===== config.mk =====
export PLATFORM = sky130hd
export DESIGN_NAME = cmst_top
export DESIGN_NICKNAME = d
export VERILOG_FILES = /design/src/design/cmst_pkg.sv /design/src/design/cmst_top.sv
export VERILOG_INCLUDE_DIRS = /design/src /design/src/design
export SDC_FILE = /design/constraint.sdc
export NUM_CORES = 1
export LEC_CHECK = 0
export BUFFER_PORTS_ARGS = -buffer_cell sky130_fd_sc_hd__buf_2
export CORE_MARGIN = 1
export CORE_UTILIZATION = 59
export DETAILED_ROUTE_END_ITERATION = 10
export MAX_ROUTING_LAYER = met4
export PLACE_DENSITY = 0.88
export SKIP_CTS_REPAIR_TIMING = 1
export SLEW_MARGIN = 10
export SYNTH_ARGS = -nofsm -noshare
export SYNTH_HDL_FRONTEND = slang
export SYNTH_SLANG_ARGS = --single-unit

===== constraint.sdc =====
create_clock -name clk -period 4.1 [get_ports clk]
set_input_delay 0.41 -clock clk [delete_from_list [all_inputs] [get_ports clk]]
set_output_delay 0.41 -clock clk [all_outputs]
set_load 0.1 [all_outputs]

===== src/design/cmst_cfg.svh =====
// Register offsets, field positions, reset values and timing counts
// Notes on behaviour
// - Input sag code stored raw, saturates at 0x3B
// - Battery low code bits 5:0, 2.0V+N*25mV
// - Battery high code bits 5:0, 3.6V+N*25mV
// - Start ramp code bits 6:4, used at start
// - Current moves 10mA per step of 2^code periods
// - Ramp codes below five act as five
// - Bit 4 set turns safety timer off
// - Temp warning bits 3:0, 70C+N*5C
// - Countdown decrements once each second while running
// - Countdown read returns live count
// - Countdown writes are ignored
// - Load write with buck off stores pre-load only
// - Buck enable copies pre-load into countdown
// - Load write with buck on replaces countdown
// - Load in seconds 0..255, resets to 0xFF
// - Countdown expiry raises timer-expired event
// - Buck bit follows enable pin edges, writable
`ifndef CMST_CFG_SVH
`define CMST_CFG_SVH

`define CMST_A_SAG     8'h07
`define CMST_A_BLOW    8'h08
`define CMST_A_BHIGH   8'h09
`define CMST_A_SLEW    8'h0A
`define CMST_A_TOFF    8'h0B
`define CMST_A_COUNT   8'h0C
`define CMST_A_LOAD    8'h0D
`define CMST_A_BUCK    8'h0E
`define CMST_A_IOUT    8'h10

`define CMST_RST_SAG   8'h00
`define CMST_RST_BLOW  6'h00
`define CMST_RST_BHIGH 6'h00
`define CMST_RST_SLEW  3'h5
`define CMST_RST_TOFF  1'b0
`define CMST_RST_TWARN 4'h0
`define CMST_RST_LOAD  8'hFF
`define CMST_RST_IOUT  8'h0F

`define CMST_START_HI  6
`define CMST_START_LO  4
`define CMST_DEF_HI    2
`define CMST_DEF_LO    0
`define CMST_TOFF_BIT  4
`define CMST_TWARN_HI  3
`define CMST_TWARN_LO  0
`define CMST_BUCK_BIT  0

`define CMST_SAG_MAX   8'h3B
`define CMST_IOUT_MIN  8'h0F
`define CMST_IOUT_MAX  8'hE1
`define CMST_SLEW_MIN  3'h5

`define CMST_SEC_S     1
`define CMST_CLK_HZ    10000000
`define CMST_SEC_CYC   (`CMST_SEC_S * `CMST_CLK_HZ)
`define CMST_FAST_KHZ  5'd6
`define CMST_CLK_KHZ   5'd10

`endif


===== src/design/cmst_pkg.sv =====
// Types shared by the charger monitor configuration block
package cmst_pkg;

  typedef struct packed {
    logic       rd;
    logic       wr;
    logic [7:0] addr;
    logic [7:0] wdata;
  } cmst_req_t;

  typedef struct packed {
    logic [7:0] input_sag_threshold;
    logic [5:0] battery_low_level;
    logic [5:0] battery_high_level;
    logic [3:0] temp_warning_level;
  } cmst_thr_t;

  typedef enum logic [1:0] {
    CMST_IDLE,
    CMST_START,
    CMST_TRACK
  } cmst_ramp_t;

endpackage


===== src/design/cmst_top.sv =====
// Charger monitor thresholds, current ramp stepper and safety timer
`timescale 1ns/1ps
`include "cmst_cfg.svh"

module cmst_top #(
  parameter int unsigned SEC_CYCLES = `CMST_SEC_CYC
) (
  input  wire logic                clk,
  input  wire logic                rst_n,
  input  wire cmst_pkg::cmst_req_t reg_req,
  output logic [7:0]               reg_rdata,
  output logic                     reg_rvalid,
  input  wire logic                en_pin,
  output logic                     buck_on,
  output cmst_pkg::cmst_thr_t      thr,
  output logic [7:0]               iout_applied,
  output logic                     timer_expired
);
  import cmst_pkg::*;

  logic [7:0] sag_raw_q;
  logic [7:0] sag_eff_q;
  logic [5:0] blow_q;
  logic [5:0] bhigh_q;
  logic [2:0] start_slew_q;
  logic [2:0] def_slew_q;
  logic       toff_q;
  logic [3:0] twarn_q;
  logic [7:0] load_q;
  logic [7:0] count_q;
  logic       buck_q;
  logic       buck_prev_q;
  logic [7:0] iout_tgt_q;
  logic [7:0] applied_q;
  logic [7:0] rdata_q;
  logic       rvalid_q;
  logic       en_s1_q;
  logic       en_s2_q;
  logic       en_s3_q;
  logic [3:0] acc_q;
  logic [3:0] acc_d;
  logic [7:0] step_q;
  logic [23:0] sec_q;
  logic       expired_q;
  logic       exp_pulse_q;
  cmst_ramp_t ramp_q;

  logic       wr;
  logic       en_rise;
  logic       en_fall;
  logic       buck_start;
  logic       running;
  logic       sec_tick;
  logic       load_now;
  logic       fast_tick;
  logic [4:0] acc_sum;
  logic [2:0] code_used;
  logic [7:0] step_len;
  logic       step_done;
  logic [7:0] rd_mux;

  function automatic logic [2:0] floor_code(input logic [2:0] c);
    floor_code = (c < `CMST_SLEW_MIN) ? `CMST_SLEW_MIN : c;
  endfunction

  assign wr         = reg_req.wr;
  assign en_rise    = en_s2_q & ~en_s3_q;
  assign en_fall    = ~en_s2_q & en_s3_q;
  assign buck_start = buck_q & ~buck_prev_q;
  assign running    = buck_q & ~toff_q;
  assign load_now   = wr && (reg_req.addr == `CMST_A_LOAD) && buck_q;

  // Register writes
  always_ff @(posedge clk or negedge rst_n)
  begin
    if (!rst_n)
    begin
      sag_raw_q    <= `CMST_RST_SAG;
      sag_eff_q    <= `CMST_RST_SAG;
      blow_q       <= `CMST_RST_BLOW;
      bhigh_q      <= `CMST_RST_BHIGH;
      start_slew_q <= `CMST_RST_SLEW;
      def_slew_q   <= `CMST_RST_SLEW;
      toff_q       <= `CMST_RST_TOFF;
      twarn_q      <= `CMST_RST_TWARN;
      load_q       <= `CMST_RST_LOAD;
      iout_tgt_q   <= `CMST_RST_IOUT;
    end
    else if (wr)
    begin
      case (reg_req.addr)
        `CMST_A_SAG:
        begin
          sag_raw_q <= reg_req.wdata;
          sag_eff_q <= (reg_req.wdata > `CMST_SAG_MAX) ? `CMST_SAG_MAX : reg_req.wdata;
        end
        `CMST_A_BLOW:  blow_q <= reg_req.wdata[5:0];
        `CMST_A_BHIGH: bhigh_q <= reg_req.wdata[5:0];
        `CMST_A_SLEW:
        begin
          start_slew_q <= reg_req.wdata[`CMST_START_HI:`CMST_START_LO];
          def_slew_q   <= reg_req.wdata[`CMST_DEF_HI:`CMST_DEF_LO];
        end
        `CMST_A_TOFF:
        begin
          toff_q  <= reg_req.wdata[`CMST_TOFF_BIT];
          twarn_q <= reg_req.wdata[`CMST_TWARN_HI:`CMST_TWARN_LO];
        end
        `CMST_A_LOAD:  load_q <= reg_req.wdata;
        `CMST_A_IOUT:  iout_tgt_q <= reg_req.wdata;
        default:       sag_raw_q <= sag_raw_q;
      endcase
    end
  end

  // Enable pin synchroniser and edge history
  always_ff @(posedge clk or negedge rst_n)
  begin
    if (!rst_n)
    begin
      en_s1_q <= 1'b0;
      en_s2_q <= 1'b0;
      en_s3_q <= 1'b0;
    end
    else
    begin
      en_s1_q <= en_pin;
      en_s2_q <= en_s1_q;
      en_s3_q <= en_s2_q;
    end
  end

  // Buck enable bit; pin edges win over a same-cycle write
  always_ff @(posedge clk or negedge rst_n)
  begin
    if (!rst_n)
    begin
      buck_q      <= 1'b0;
      buck_prev_q <= 1'b0;
    end
    else
    begin
      buck_prev_q <= buck_q;
      if (en_rise)
      begin
        buck_q <= 1'b1;
      end
      else if (en_fall)
      begin
        buck_q <= 1'b0;
      end
      else if (wr && reg_req.addr == `CMST_A_BUCK)
      begin
        buck_q <= reg_req.wdata[`CMST_BUCK_BIT];
      end
    end
  end

  // One-second prescaler, restarted by any load
  assign sec_tick = running && (sec_q == 24'(SEC_CYCLES - 1));

  always_ff @(posedge clk or negedge rst_n)
  begin
    if (!rst_n)
    begin
      sec_q <= 24'h00_0000;
    end
    else if (!running || load_now || buck_start || sec_tick)
    begin
      sec_q <= 24'h00_0000;
    end
    else
    begin
      sec_q <= sec_q + 24'h00_0001;
    end
  end

  // Safety countdown
  always_ff @(posedge clk or negedge rst_n)
  begin
    if (!rst_n)
    begin
      count_q <= `CMST_RST_LOAD;
    end
    else if (load_now)
    begin
      count_q <= reg_req.wdata;
    end
    else if (buck_start)
    begin
      count_q <= load_q;
    end
    else if (sec_tick && count_q != 8'h00)
    begin
      count_q <= count_q - 8'h01;
    end
  end

  // Expiry raised once per load; an expiry in the cycle of a load write still fires, one in the buck start cycle does not
  always_ff @(posedge clk or negedge rst_n)
  begin
    if (!rst_n)
    begin
      expired_q   <= 1'b0;
      exp_pulse_q <= 1'b0;
    end
    else
    begin
      exp_pulse_q <= running && count_q == 8'h00 && !expired_q && !buck_start;
      if (load_now || buck_start)
      begin
        expired_q <= 1'b0;
      end
      else if (running && count_q == 8'h00)
      begin
        expired_q <= 1'b1;
      end
    end
  end

  // Fast oscillator ticks from the system clock by fractional accumulation
  assign acc_sum   = {1'b0, acc_q} + `CMST_FAST_KHZ;
  assign fast_tick = acc_sum >= `CMST_CLK_KHZ;
  assign acc_d     = fast_tick ? 4'(acc_sum - `CMST_CLK_KHZ) : acc_sum[3:0];

  always_ff @(posedge clk or negedge rst_n)
  begin
    if (!rst_n)
    begin
      acc_q <= 4'h0;
    end
    else
    begin
      acc_q <= acc_d;
    end
  end

  // Ramp phase: start code until the first target is reached
  always_ff @(posedge clk or negedge rst_n)
  begin
    if (!rst_n)
    begin
      ramp_q <= CMST_IDLE;
    end
    else
    begin
      case (ramp_q)
        CMST_IDLE:
        begin
          if (buck_q)
          begin
            ramp_q <= CMST_START;
          end
        end
        CMST_START:
        begin
          if (!buck_q)
          begin
            ramp_q <= CMST_IDLE;
          end
          else if (applied_q == iout_tgt_q)
          begin
            ramp_q <= CMST_TRACK;
          end
        end
        CMST_TRACK:
        begin
          if (!buck_q)
          begin
            ramp_q <= CMST_IDLE;
          end
        end
        default:
        begin
          ramp_q <= CMST_IDLE;
        end
      endcase
    end
  end

  assign code_used = floor_code((ramp_q == CMST_START) ? start_slew_q : def_slew_q);
  assign step_len  = 8'h01 << code_used;
  assign step_done = fast_tick && (step_q == step_len - 8'h01);

  // Step timer counts fast oscillator periods
  always_ff @(posedge clk or negedge rst_n)
  begin
    if (!rst_n)
    begin
      step_q <= 8'h00;
    end
    else if (!buck_q || applied_q == iout_tgt_q || step_done)
    begin
      step_q <= 8'h00;
    end
    else if (fast_tick)
    begin
      step_q <= step_q + 8'h01;
    end
  end

  // Applied current code, one 10 mA code per step
  always_ff @(posedge clk or negedge rst_n)
  begin
    if (!rst_n)
    begin
      applied_q <= `CMST_IOUT_MIN;
    end
    else if (!buck_q)
    begin
      applied_q <= `CMST_IOUT_MIN;
    end
    else if (step_done)
    begin
      if (applied_q < iout_tgt_q && applied_q < `CMST_IOUT_MAX)
      begin
        applied_q <= applied_q + 8'h01;
      end
      else if (applied_q > iout_tgt_q && applied_q > `CMST_IOUT_MIN)
      begin
        applied_q <= applied_q - 8'h01;
      end
    end
  end

  // Read data; reserved bits read zero
  always_comb
  begin
    case (reg_req.addr)
      `CMST_A_SAG:   rd_mux = sag_raw_q;
      `CMST_A_BLOW:  rd_mux = {2'b00, blow_q};
      `CMST_A_BHIGH: rd_mux = {2'b00, bhigh_q};
      `CMST_A_SLEW:  rd_mux = {1'b0, start_slew_q, 1'b0, def_slew_q};
      `CMST_A_TOFF:  rd_mux = {3'b000, toff_q, twarn_q};
      `CMST_A_COUNT: rd_mux = count_q;
      `CMST_A_LOAD:  rd_mux = load_q;
      `CMST_A_BUCK:  rd_mux = {7'h00, buck_q};
      `CMST_A_IOUT:  rd_mux = iout_tgt_q;
      default:       rd_mux = 8'h00;
    endcase
  end

  always_ff @(posedge clk or negedge rst_n)
  begin
    if (!rst_n)
    begin
      rdata_q  <= 8'h00;
      rvalid_q <= 1'b0;
    end
    else
    begin
      rvalid_q <= reg_req.rd;
      if (reg_req.rd)
      begin
        rdata_q <= rd_mux;
      end
    end
  end

  assign reg_rdata                  = rdata_q;
  assign reg_rvalid                 = rvalid_q;
  assign buck_on                    = buck_q;
  assign thr                        = '{sag_eff_q, blow_q, bhigh_q, twarn_q};
  assign iout_applied               = applied_q;
  assign timer_expired              = exp_pulse_q;

endmodule


==> impl_metrics.yaml, run 1 <==
status:
  status: "completed"
floorplanning:
  io-pin-count: 64
  die_area_sq_mm: 0.0114
  rows: 37
  fp.dieH_um: 107
  chipWidth_um: 107
  placeableCoreArea_sq_mm: 0.0105
  start_util_pct: 61.7
setup_path:
  critical_path.max_stage_delay_ps: 540
  crit_chain: "inv_1 -> ha_1 -> nor2b_1 -> o211ai_1 -> a21oi_1 -> or3_4 -> ha_1 -> and3_1 -> a21oi_1 -> a31oi_1 -> xnor2_1 -> or3_1 -> a21oi_1"
  r2r_slack_ps: 610
  worst_ep_required_time_ps: 4550
  critical_path_arrival_ps: 3950
  worstSetupEndpointType: "register"
  worst_setup_path_start_kind: "register"
  crit_path_max_fanout: 9
  reg2reg_depth: 13
  r2r-start: "iout_tgt_q[1]$_DFFE_PN1P_"
  critical-path-top-cell-by-count: "a21oi_1"
  reg2reg_to: "iout_applied[7]$_DFFE_PN0P_"
  crit_type: "register to register"
  cp_slowest_cell: "dfstp_2"
yosys:
  syn-instance-count: 609
  synth_most_common_cell: "dfrtp_1"
  yosys_register_bits: 124
  synth_top_cell_by_area: "dfrtp_1"
  synthesis.area_sq_mm: 0.00648
  synth_top_area_share_pct: 37.0
  number_of_unique_standard_cell_types_used_by_synthesis: 64
  async_flop_share_pct: 100
  synth-seq-area-share_pct: 48.4
  postSynth.topFlopCell: "dfrtp_1"
  synth_fp_nets: 654
  ys_top_cells_by_area: "dfrtp_1 (37%), dfstp_2 (11%), mux2_2 (8.5%), ha_1 (4.4%), xor2_1 (3.8%)"
  synth.top_cells.by_count: "dfrtp_1 (96), nor2_1 (62), mux2_2 (49)"
  ys.warnings.count: 0
  synth_area_per_cell_sq_um: 10.6
  synth_enable_flop_cells: 0
final_layout:
  multi_input_comb_area_sq_mm: 0.00312
  drive_gt1_share_pct: 28.6
  final-seq-area_sq_mm: 0.00314
  finish.net_count: 714
  final_area_sq_mm: 0.00749
  layoutNonFillerInstCount: 818
  layout.filler_cells: 715
  area_delta_synth_final_pct: 15.5
  postLayoutCoreUtil_pct: 71.3
  antennaDiodeCount: 0
global_routing:
  busiest_layer: "met2"
  globalRouteMet2Util_pct: 49.1
  grt_usage_pct: 31.7
  grt_first_pass_wirelength_um: 26500
  grt_start_max_net_pins: 84
  grt_overflow: 0
  first_global_vias: 5249
  use_met3_pct: 7.96
  antenna_violations_before_repair: 0
  grtUsageMet1_pct: 39.0
clocking:
  tritoncts_num_sinks: 124
  cts.root.buffer_cell: "clkbuf_8"
  clockBufferDepth: 2
  clkSlewWorstSetupHoldPaths_ps: 60
  ctsHtreeMaxLevel: 4
  tritoncts_buffer_count: 17
  cts_tree: "built"
  clock_latency_on_the_worst_skew_pair_ps: 540
placed_design:
  gp_congestion: 0.872
  numPortBuffers: 63
  postPlaceCellArea_sq_mm: 0.00688
  post-dp-hpwl_um: 10400
  place.detailed.instances: 785
timing:
  summed_negative_setup_slack_over_all_endpoints_ps: 0
  setup_viol: 0
  report.final.slew_viol_count: 0
  slew_headroom_pct: 29.9
  unrepaired_setup_endpoints_after_global_routing: "no"
  clock.fmax_ghz: 0.286
  clock-skew-final_ps: 6.41
  worst_pin_slew_ps: 1050
  final.min_clock_period_ps: 3490
  post-route-period-util_pct: 85.2
  final-hold-violation-count: 0
routing:
  detail_route.drc_violations: 0
  via_count: 5053
  detail_route.iter0.violations: 375
  drtPass1Iterations: 5
  vias_per_cell: 6.18
  wl_um: 15800
  routedWlPerCell_um: 19.3
  antenna_violating_nets_post_route: 0
power_and_ir_drop:
  vdd_drop_max_mv: 0.314
  static-leakage-power_nw: 3.45
  power_per_cell_area_mw_per_mm2: 473
  overall_power_after_layout_mw: 3.54
flow_run:
  max_cap_violations: 0
worst_hold_path:
  min_delay_worst_type: "input port to asynchronous set/reset pin"
==> layout make-up <==
class | instances | area share [%]
Sequential cell | 124 | 41.9
Multi-Input combinational cell | 432 | 41.7
Clock buffer | 19 | 5.76
Timing Repair Buffer | 66 | 4.74
Tap cell | 136 | 2.27
Clock inverter | 13 | 2.24
Inverter | 28 | 1.40
==> layer usage <==
layer / vias to the layer above / part of all wire [%]
met1: 2506 / 41
met4: 0 / 3.2
met2: 235 / 49
met3: 46 / 7.3
met5: - / 0
li1: 2266 / -
==> flip-flops by register name, indices dropped and copies added, names as in the netlist, 3 cells and up <==
signal,cells
twarn_q,4
sec_q,24
sag_raw_q,8
step_q,8
reg_rdata,8
def_slew_q,3
blow_q,6
load_q,8
start_slew_q,3
count_q,8
sag_eff_q,8
acc_q,3
iout_tgt_q,8
bhigh_q,6
iout_applied,8
==> placed cells by master, fill, tap and decap left out, types with 4 or more instances in the layout <==
cell type / n
mux2_2: 49
xnor2_1: 18
dfrtp_1: 96
dfstp_2: 28
nand2_1: 45
nor2_1: 62
nor4_1: 4
a31oi_1: 4
mux2i_1: 12
ha_1: 23
o22ai_1: 10
a22o_1: 7
buf_2: 62
o211ai_1: 5
nor3_1: 13
nand4_1: 11
and3_1: 9
inv_1: 27
a211oi_1: 9
nor2b_1: 9
clkbuf_16: 16
nand3_1: 15
nand2b_1: 6
xor2_1: 28
clkinvlp_4: 5
o21ai_0: 18
a21oi_1: 23
o21ai_1: 5
==> critical path, delay by kind of cell, from the launching register on <==
family	cells	cell delay, ps
compound gates	5	810
fa+ha+maj	2	680
buf+inv	1	50
flops	1	540
simple gates	4	1190
xor+xnor	1	160
==> how the worst max path moves through the flow <==
| stage | end | slack, ps | cells past startpoint | start |
|---|---|---|---|---|
| after floorplan | iout_applied[7]$_DFFE_PN0P_ | 640 | 12 | iout_applied[1]$_DFFE_PN1P_ |
| after global placement | iout_applied[7]$_DFFE_PN0P_ | 940 | 13 | iout_tgt_q[1]$_DFFE_PN1P_ |
| after detailed placement | iout_applied[7]$_DFFE_PN0P_ | 780 | 13 | iout_tgt_q[1]$_DFFE_PN1P_ |
| after CTS | iout_applied[7]$_DFFE_PN0P_ | 680 | 12 | iout_applied[1]$_DFFE_PN1P_ |
| after global routing | iout_applied[7]$_DFFE_PN0P_ | 510 | 12 | iout_applied[1]$_DFFE_PN1P_ |
| final | iout_applied[7]$_DFFE_PN0P_ | 610 | 13 | iout_tgt_q[1]$_DFFE_PN1P_ |
==> report_power, final <==
group | leakage [nW] | switching [mW] | internal (mW)
clock network | 0.277 | 0.565 | 0.944
registers | 1.60 | 0.0990 | 1.34
logic | 1.58 | 0.385 | 0.214
==> through the flow <==
| stage | worst slack, ps | hold slack [ps] |
|---|---|---|
| after floorplan | 640 | 114 |
| after global placement | 945 | 338 |
| after detailed placement | 784 | 339 |
| after CTS | 675 | -39.2 |
| after global routing | 514 | 97.6 |
| final | 609 | 58.7 |
==> cells by family after synthesis <==
group,after synthesis,share of synthesized area (%)
XOR/XNOR,46,6.21
buffers and inverters,53,3.45
AND/OR/NAND/NOR,202,16.0
flip-flops,124,48.4
AO/OA/AOI/OAI,95,9.59
multiplexers,65,11.6
adder cells (fa/ha/maj),24,4.75
Power figures use the tool's default switching activity.
==> inputs of run 2 (changes only) <==
- CORE_UTILIZATION: 59 -> 54
- PLACE_DENSITY: 0.88 -> 0.85
- clock period: 4.1 -> 3.2 ns (I/O delays scaled with it)
==> run 2 against run 1 <==
The run now ends with DRC, hold timing left. Non-clock buffer count increased by 8. Sequential share of layout area decreased by 0.95 points. Clock skew increased by 0.80 ps. Final cell count increased by 1.8%. Maximum frequency increased by 9.8%. Worst setup slack got worse by 590 ps. Sequential power increased by 28%. Flip-flop and latch count unchanged. Register-to-register slack got worse by 590 ps. First-iteration DRC count increased by 26%. Clock power increased by 30%. Power increased by 30%. Largest cell class is now multi-input gates. Largest power group unchanged.
==> impl_metrics.yaml, run 2 (synthesis gave the netlist of run 1 again) <==
timing:
  final.min_clock_period_ps: 3180
  report.final.slew_viol_count: 0
  clock-skew-final_ps: 7.21
  summed_negative_setup_slack_over_all_endpoints_ps: 0
  slew_headroom_pct: 43.3
  fin_hold_ws_ps: -20.5
  worst_pin_slew_ps: 847
  post-route-period-util_pct: 99.3
  unrepaired_setup_endpoints_after_global_routing: "yes"
  final-hold-violation-count: 23
  clock.fmax_ghz: 0.315
  setup_viol: 0
placed_design:
  post-dp-hpwl_um: 10500
  postPlaceCellArea_sq_mm: 0.00699
  numPortBuffers: 63
  gp_congestion: 0.875
floorplanning:
  start_util_pct: 56.1
  die_area_sq_mm: 0.0125
  fp.dieH_um: 112
  io-pin-count: 64
  placeableCoreArea_sq_mm: 0.0116
  rows: 39
  chipWidth_um: 112
global_routing:
  antenna_violations_before_repair: 0
  grt_usage_pct: 27.6
  grt_overflow: 0
  grt_first_pass_wirelength_um: 25900
  grt_start_max_net_pins: 65
  first_global_vias: 5081
setup_path:
  worstSetupEndpointType: "register"
  critical_path.startpoint: "iout_applied[1]$_DFFE_PN1P_"
  r2r_slack_ps: 20
  worst_setup_path_start_kind: "register"
  crit_path_max_fanout: 8
  worst_ep_required_time_ps: 3550
  crit_type: "register to register"
  r2r-start: "iout_applied[1]$_DFFE_PN1P_"
  critical_path_arrival_ps: 3530
routing:
  detail_route.drc_violations: 9
  detail_route.iter0.violations: 474
  vias_per_cell: 6.07
  drtPass1Iterations: 8
  wl_um: 15700
  routedWlPerCell_um: 18.8
  via_count: 5053
  antenna_violating_nets_post_route: 0
clocking:
  clockBufferDepth: 2
  tritoncts_buffer_count: 17
  tritoncts_num_sinks: 124
  cts.root.buffer_cell: "clkbuf_16"
  clkSlewWorstSetupHoldPaths_ps: 60
  ctsHtreeMaxLevel: 4
  clock_latency_on_the_worst_skew_pair_ps: 430
  cts_tree: "built"
power_and_ir_drop:
  overall_power_after_layout_mw: 4.61
  static-leakage-power_nw: 3.50
  vdd_drop_max_mv: 0.341
  power_per_cell_area_mw_per_mm2: 599
worst_hold_path:
  min_delay_worst_type: "input port to asynchronous set/reset pin"
final_layout:
  antennaDiodeCount: 0
  area_delta_synth_final_pct: 18.7
  largest_register_ffs: 24
  finish.net_count: 722
  final_common_cell: "dfrtp_1"
  drive_gt1_share_pct: 32.0
  final_area_sq_mm: 0.00769
  layout_common_cells: "dfrtp_1 (92), nor2_1 (62), buf_2 (62)"
  largest_register: "sec_q"
flow_run:
  max_cap_violations: 0
status:
  status: "finished, violations left"
  violations: "DRC, hold timing"
## run 2: cell count changes in the layout (fill, tap and decap cells not counted), sizes merged
cell	delta
buf	+8
clkinvlp	-2
clkbuf	+1
clkinv	+1
## run 2: area by class of cell
cell class	instances	area, sq um
Multi-Input combinational cell	432	3230
Inverter	28	105
Sequential cell	124	3150
Fill cell	831	3870
Clock inverter	12	165
Clock buffer	20	447
Timing Repair Buffer	74	415
Tap cell	143	179
## run 2: power by group
group / switching [mW] / leakage [nW] / internal (mW)
logic: 0.498 / 1.62 / 0.310
registers: 0.117 / 1.59 / 1.71
clock network: 0.723 / 0.287 / 1.25
## run 2: worst max-delay path, stage by stage, from the launching register on
cell      delay [ps]
dfstp_4          640
ha_4             210
nor2b_4          130
o211ai_1         190
a21oi_2           90
or3_4            480
ha_4             300
a21o_1           130
nand4_1          160
a31oi_2          230
xnor2_1          100
or3_1            330
a21oi_2          120
## run 2: metal layers
layer	global-route usage, %	wire, um	part of all wire [%]
met4	11.8	569	3.6
met1	35.6	6890	44
met3	6.70	945	6.0
met5	-	0	0
met2	41.6	7300	46
## run 2: stage by stage
| step | instances | utilization, % | worst slack [ps] |
|---|---|---|---|
| 2_1_floorplan | 609 | - | -19.6 |
| 3_3_place_gp | 796 | 60.5 | 119 |
| 3_5_place_dp | 796 | 60.5 | 16.3 |
| 4_1_cts | 828 | 65.8 | -14.6 |
| 5_1_grt | 833 | 66.5 | -85.7 |
| 6_report | 833 | 66.5 | 21.1 |
## run 2: path summary, 6_finish.rpt
check                                                   end  cells after the start
worst max-delay path            iout_applied[7]$_DFFE_PN0P_                     12
worst min-delay path            iout_applied[7]$_DFFE_PN0P_                      1
worst max register to register  iout_applied[7]$_DFFE_PN0P_                     12
worst min register to register            en_s2_q$_DFF_PN0_                      0
max in group asynchronous             load_q[0]$_DFFE_PN1P_                      2
min in group clk                       reg_rvalid$_DFF_PN0_                      1
